$ cat config.mk
export PLATFORM = sky130hd
export DESIGN_NAME = dclp_code_ceiling
export DESIGN_NICKNAME = d
export VERILOG_FILES = /design/src/hdl/dclp_pkg.sv /design/src/hdl/dclp_code_ceiling.sv
export VERILOG_INCLUDE_DIRS = /design/src /design/src/hdl
export SDC_FILE = /design/constraint.sdc
export NUM_CORES = 1
export LEC_CHECK = 0
export ABC_CLOCK_PERIOD_IN_PS = 4100
export BUFFER_PORTS_ARGS = -buffer_cell sky130_fd_sc_hd__buf_4
export CAP_MARGIN = 20
export CORE_ASPECT_RATIO = 0.75
export CORE_UTILIZATION = 47
export DETAILED_ROUTE_END_ITERATION = 12
export GPL_ROUTABILITY_DRIVEN = 0
export PLACE_DENSITY_LB_ADDON = 0.15
export SLEW_MARGIN = 10
export SYNTH_ARGS = -nofsm -noshare
export SYNTH_HDL_FRONTEND = slang
export SYNTH_SLANG_ARGS = --single-unit
$ cat constraint.sdc
create_clock -name core_clk_i -period 4.1 [get_ports core_clk_i]
set_input_delay 1.23 -clock core_clk_i [delete_from_list [all_inputs] [get_ports core_clk_i]]
set_output_delay 1.23 -clock core_clk_i [all_outputs]
set_load 0.02 [all_outputs]
$ cat src/hdl/dclp_map.svh
// register address, reset value and field layout of the b-pair code ceiling register
`ifndef DCLP_MAP_SVH
`define DCLP_MAP_SVH
`define DCLP_CEIL_IDX 10'h04E
`define DCLP_CEIL_ADDR 12'h138
`define DCLP_CEIL_RST 16'h3F3F
`define DCLP_FIELD_RST 6'h3F
`define DCLP_B0_LSB 0
`define DCLP_B1_LSB 8
`define DCLP_FIELD_W 6
`define DCLP_LOW_ONES 7'h7F
`define DCLP_RSVD_ZERO 2'h0
`define DCLP_RD_ZERO 16'h0000
`define DCLP_CH_NUM 2
`endif

$ cat src/hdl/dclp_pkg.sv
// types shared by the b-pair code ceiling register block
package dclp_pkg;
	typedef logic [5:0] dclp_field_t;
	typedef logic [12:0] dclp_ceil_t;
	typedef logic [15:0] dclp_code_t;
endpackage

$ cat src/hdl/dclp_code_ceiling.sv
// b-pair code ceiling register with avalon-mm slave and per-channel code clamp
//
// Design decision made here: the Avalon-MM slave port.
`timescale 1ns/1ps
`include "dclp_map.svh"
//
// How it works
// - ceiling register at 4Eh, resets to 3F3Fh
// - b1 field bits 13-8, b0 bits 5-0
// - ceiling is field then seven ones
// - each field resets to 3Fh, ceiling 1FFFh
module dclp_code_ceiling (
	input wire logic core_clk_i,
	input wire logic reset_n_i,
	input wire logic [11:0] avs_address_i,
	input wire logic avs_read_i,
	input wire logic avs_write_i,
	input wire logic [31:0] avs_writedata_i,
	input wire logic [3:0] avs_byteenable_i,
	output logic [31:0] avs_readdata_o,
	output logic avs_waitrequest_o,
	input wire logic [15:0] ch_b0_code_i,
	input wire logic ch_b0_load_i,
	input wire logic [15:0] ch_b1_code_i,
	input wire logic ch_b1_load_i,
	output logic [15:0] ch_b0_active_o,
	output logic [15:0] ch_b1_active_o,
	output logic [12:0] ch_b0_ceiling_o,
	output logic [12:0] ch_b1_ceiling_o
);

	////////////////////////////////////////////////////////////////////////////////
	// reset release
	logic rst_meta_r; // first stage, read only by the second
	logic rst_n_r; // synchronised reset used everywhere else

	// async assert, two-flop release
	always_ff @(posedge core_clk_i or negedge reset_n_i) begin
		if (!reset_n_i) begin
			rst_meta_r <= 1'b0;
			rst_n_r <= 1'b0;
		end else begin
			rst_meta_r <= 1'b1;
			rst_n_r <= rst_meta_r;
		end
	end

	////////////////////////////////////////////////////////////////////////////////
	// bus slave
	logic ack_r; // one-cycle answer phase
	logic ack_nxt;
	logic [31:0] rdata_r; // registered read data
	logic [31:0] rdata_nxt;
	dclp_pkg::dclp_field_t b0_r; // b0 ceiling field
	dclp_pkg::dclp_field_t b0_nxt;
	dclp_pkg::dclp_field_t b1_r; // b1 ceiling field
	dclp_pkg::dclp_field_t b1_nxt;
	logic req; // read or write pending
	logic hit; // address decodes to our register
	logic [15:0] reg_view; // register as software sees it

	assign req = avs_read_i | avs_write_i;
	assign hit = (avs_address_i == `DCLP_CEIL_ADDR);
	// reserved positions are constant zero, never stored
	assign reg_view = {`DCLP_RSVD_ZERO, b1_r, `DCLP_RSVD_ZERO, b0_r};
	// wait one cycle so read data can come from a flop
	assign avs_waitrequest_o = req & ~ack_r;
	assign avs_readdata_o = rdata_r;

	// next state of the handshake, fields and read data
	always_comb begin
		ack_nxt = req & ~ack_r;
		rdata_nxt = rdata_r;
		b0_nxt = b0_r;
		b1_nxt = b1_r;
		// capture read data one edge before the answer
		if (avs_read_i & ~ack_r) begin
			// unmapped addresses read as zero
			rdata_nxt = hit ? {`DCLP_RD_ZERO, reg_view} : 32'h0000_0000;
		end
		// write lands at the edge where waitrequest is low
		if (avs_write_i & ack_r & hit) begin
			if (avs_byteenable_i[0]) begin
				b0_nxt = avs_writedata_i[`DCLP_B0_LSB +: `DCLP_FIELD_W];
			end
			if (avs_byteenable_i[1]) begin
				b1_nxt = avs_writedata_i[`DCLP_B1_LSB +: `DCLP_FIELD_W];
			end
		end
	end

	// register the slave state
	always_ff @(posedge core_clk_i or negedge rst_n_r) begin
		if (!rst_n_r) begin
			ack_r <= 1'b0;
			rdata_r <= 32'h0000_0000;
			b0_r <= `DCLP_FIELD_RST;
			b1_r <= `DCLP_FIELD_RST;
		end else begin
			ack_r <= ack_nxt;
			rdata_r <= rdata_nxt;
			b0_r <= b0_nxt;
			b1_r <= b1_nxt;
		end
	end

	////////////////////////////////////////////////////////////////////////////////
	// per-channel ceiling and active register clamp
	dclp_pkg::dclp_field_t fld [`DCLP_CH_NUM]; // field per channel
	logic [15:0] code_in [`DCLP_CH_NUM]; // incoming code per channel
	logic load_in [`DCLP_CH_NUM]; // latch strobe per channel
	dclp_pkg::dclp_ceil_t ceil_w [`DCLP_CH_NUM]; // decoded ceiling
	dclp_pkg::dclp_code_t act_r [`DCLP_CH_NUM]; // active register
	dclp_pkg::dclp_code_t act_nxt [`DCLP_CH_NUM];

	assign fld[0] = b0_r;
	assign fld[1] = b1_r;
	assign code_in[0] = ch_b0_code_i;
	assign code_in[1] = ch_b1_code_i;
	assign load_in[0] = ch_b0_load_i;
	assign load_in[1] = ch_b1_load_i;
	assign ch_b0_ceiling_o = ceil_w[0];
	assign ch_b1_ceiling_o = ceil_w[1];
	assign ch_b0_active_o = act_r[0];
	assign ch_b1_active_o = act_r[1];

	for (genvar g = 0; g < `DCLP_CH_NUM; g++) begin : g_ch
		// field is the top six bits, low seven bits always set
		assign ceil_w[g] = {fld[g], `DCLP_LOW_ONES};

		// clamp only at the latch; a later ceiling change does not rewrite the active code
		always_comb begin
			act_nxt[g] = act_r[g];
			if (load_in[g]) begin
				if (code_in[g] > {3'h0, ceil_w[g]}) begin
					act_nxt[g] = {3'h0, ceil_w[g]};
				end else begin
					act_nxt[g] = code_in[g];
				end
			end
		end

		// active register holds until the next load
		always_ff @(posedge core_clk_i or negedge rst_n_r) begin
			if (!rst_n_r) begin
				act_r[g] <= 16'h0000;
			end else begin
				act_r[g] <= act_nxt[g];
			end
		end

	end
endmodule // dclp_code_ceiling

==> summary.txt <==
Logic synthesis
  – Synthesized flop and latch total: 59
  – Avg Inst Size Synth: 11.6 um2
  – Mapped Cells: 259
  – Register area share after synthesis: 0.498
  – Async SR Flop Fraction: 1.00
  – Dominant synthesized flop cell: dfrtp_1
  – Syn. warnings: 0
  – Cell variety after synth: 39
  – EDFF count, synth: 0
  – Mapped Area: 2990 um2

CTS
  – Cts bufs inserted: 9
  – Clk buf depth: 2
  – Clock transition at the registers of the reported paths: 0.07 ns
  – Clock Sinks: 59
  – Clk root buf: clkbuf_8
  – Post-cts resize count: 0
  – H-tree levels: 3
  – Post-CTS Setup Bufs: 0
  – CTS tree: built
  – Hold buffers post-CTS: 0
  – Clk_lat worst skew: 0.33 ns

Floorplan
  – CORE AREA: 5980 um2
  – Die width: 94.1 um
  – Initial core utilization: 0.501
  – Chip height: 71.1 um
  – Rows: 24
  – Top-level I/O count: 177
  – Die Area: 6690 um2

Hold path
  – Hold Path Class: reg -> async

Finish
  – # fillers: between 400 and 500
  – Reg area: 1490 um2
  – # nets final: 480
  – Multi-input gate area: 1280 um2
  – Ant diodes: 0
  – Fin area: 4050 um2
  – Syn-to-layout area delta: 35.3%
  – Core Util, Final: 0.678
  – Share of layout cells above drive strength 1: 0.444

STA
  – Final min period: approximately 2.9 ns
  – Rel. slew slack: 0.419
  – Setup TNS: 0 ns
  – # setup viols final: 0
  – Max Clk Rate: 344 MHz
  – Fin crit share: 0.710
  – RSZ-0062 raised after global routing: false
  – Pins Over Slew Limit: 0
  – Worst Skew: around 0.01 ns
  – Worst Tran Pin Value: 0.871 ns
  – Endpoints failing hold: 0

Pwr
  – P_leak: roughly 1.9 nW
  – Maximum vdd drop: 0.245 mV
  – Total power: 1.35 mW
  – P per Cell Area: 333 nW/um2

GRT
  – First-pass GRT wire length: between 10,000 and 15,000 um
  – Vias in the first global route: 2,234
  – Largest net degree at the start of global routing: 36
  – Tot GR Track Use: 0.219
  – Grt total ovfl: 0
  – Initial antenna violation count: 0

Drt
  – 1st-pass router iterations: 5
  – DR DRC count: 0
  – Via-per-instance ratio: 5.03
  – Routed WL: 6950 um
  – DRT iter0 DRCs: 116
  – Post-route ant nets: 0
  – Per-cell routed wire length: 15.0 um
  – DR vias: 2,340

Outcome
  – Outcome: finished clean

Flow run
  – Max-cap check violation count: 0

Worst setup path
  – Crit path max fanout: 7
  – FF-to-FF setup slack: 1.61 ns
  – Required @ worst endpoint: 4.31 ns
  – Critical Path Source Type: input port
  – CP endpoint kind: flip-flop
  – Critical Path AT: 3.12 ns
  – Crit path kind: in -> reg

Place
  – DP HPWL: 5440 um
  – Post-DP Area: 3830 um2
  – IO Port Bufs: 120
## placed cells by master, fill, tap and decap left out, types with 2 or more instances in the layout
cell,Yosys,final
buf_4,34,122
dfrtp_1,47,46
conb_1,2,35
nand2_1,17,17
o22a_1,14,14
mux2_1,13,13
inv_1,12,12
o31ai_1,12,12
ha_1,12,12
dfstp_2,12,12
nand3_1,10,10
nor2_1,9,9
clkbuf_8,0,9
o21ai_1,7,7
nor2b_1,6,6
mux2_2,6,6
a31oi_1,6,6
mux2_4,5,5
nand4_1,4,4
a21oi_1,3,3
clkinvlp_4,0,3
nor4b_2,2,2
nand4_2,2,2
a21o_1,2,2
clkinv_2,0,2
bufinv_16,0,2
## per-stage QoR
| stage | setup slack (ns) | hold slack (ns) | cells |
|---|---|---|---|
| after global routing | 1.11 | 0.296 | 465 |
| after CTS | 1.04 | 0.257 | 464 |
| after global placement | 0.742 | 0.256 | 448 |
| after detailed placement | 0.684 | 0.260 | 448 |
| after floorplan | 1.31 | 0.331 | 292 |
| final | 1.19 | 0.241 | 465 |
## cell usage after synthesis (7+ instances only)
| cell type | count | area, um2 |
|---|---|---|
| nor2_1 | 9 | 33.8 |
| ha_1 | 12 | 150 |
| o21ai_1 | 7 | 35.0 |
| nand2_1 | 17 | 63.8 |
| mux2_1 | 13 | 146 |
| o22a_1 | 14 | 123 |
| dfstp_2 | 12 | 315 |
| o31ai_1 | 12 | 90.1 |
| inv_1 | 12 | 45.0 |
| nand3_1 | 10 | 50.1 |
| dfrtp_1 | 47 | 1180 |
| buf_4 | 34 | 255 |
## state kept, by name, indices dropped and copies added, names as in the netlist
name / flops
rst_n_r: 1
b0_r: 6
rst_meta_r: 1
ch_b0_active_o: 16
avs_readdata_o: 12
ch_b1_active_o: 16
ack_r: 1
b1_r: 6
## area by class of cell
type / instances / area share
multi-input combinational: 178 / 0.317
clock buffer: 9 / 0.0306
inverter: 12 / 0.0111
timing repair buffer: 122 / 0.226
clock inverter: 7 / 0.0229
sequential: 59 / 0.369
tap: 78 / 0.0241
## worst paths after layout
path                                  startpoint           endpoint  depth (start not counted)
worst max-delay path            ch_b0_code_i[10]  ch_b0_active_o[7]                          8
worst min-delay path                     rst_n_r              ack_r                          0
worst max register to register           b0_r[3]  ch_b0_active_o[7]                          8
worst min register to register           rst_n_r              ack_r                          0
max in group asynchronous                rst_n_r            b0_r[5]                          1
min in group core_clk_i               rst_meta_r            rst_n_r                          0
## layer usage
metal	GRT usage	part of all wire
met1	0.294	0.44
met3	0.0731	0.074
met4	0.0838	0.019
met5	0	0
met2	0.330	0.47
## where the power goes
part,internal [mW],switching (mW)
Sequential,0.593,0.0106
Combinational,0.0707,0.0975
Clock,0.340,0.236
Total,1.00,0.344
## worst max-delay path, stage by stage
cell and delay, ns:
buf_4 0.11, ha_1 0.30, a21o_1 0.18, a21o_1 0.18
a211oi_2 0.27, o21ai_1 0.26, buf_4 0.27, mux2_1 0.31
## cell families after synthesis
| group | Yosys count | share of synthesized area |
|---|---|---|
| adders and majority gates | 12 | 0.0502 |
| AOI/OAI and AO/OA | 48 | 0.121 |
| and+or+nand+nor | 59 | 0.117 |
| muxes | 24 | 0.0966 |
| DFF | 59 | 0.498 |
| buffers and inverters | 55 | 0.115 |
| other | 2 | 0.00251 |
No activity file was read; power rests on OpenSTA's default activity.
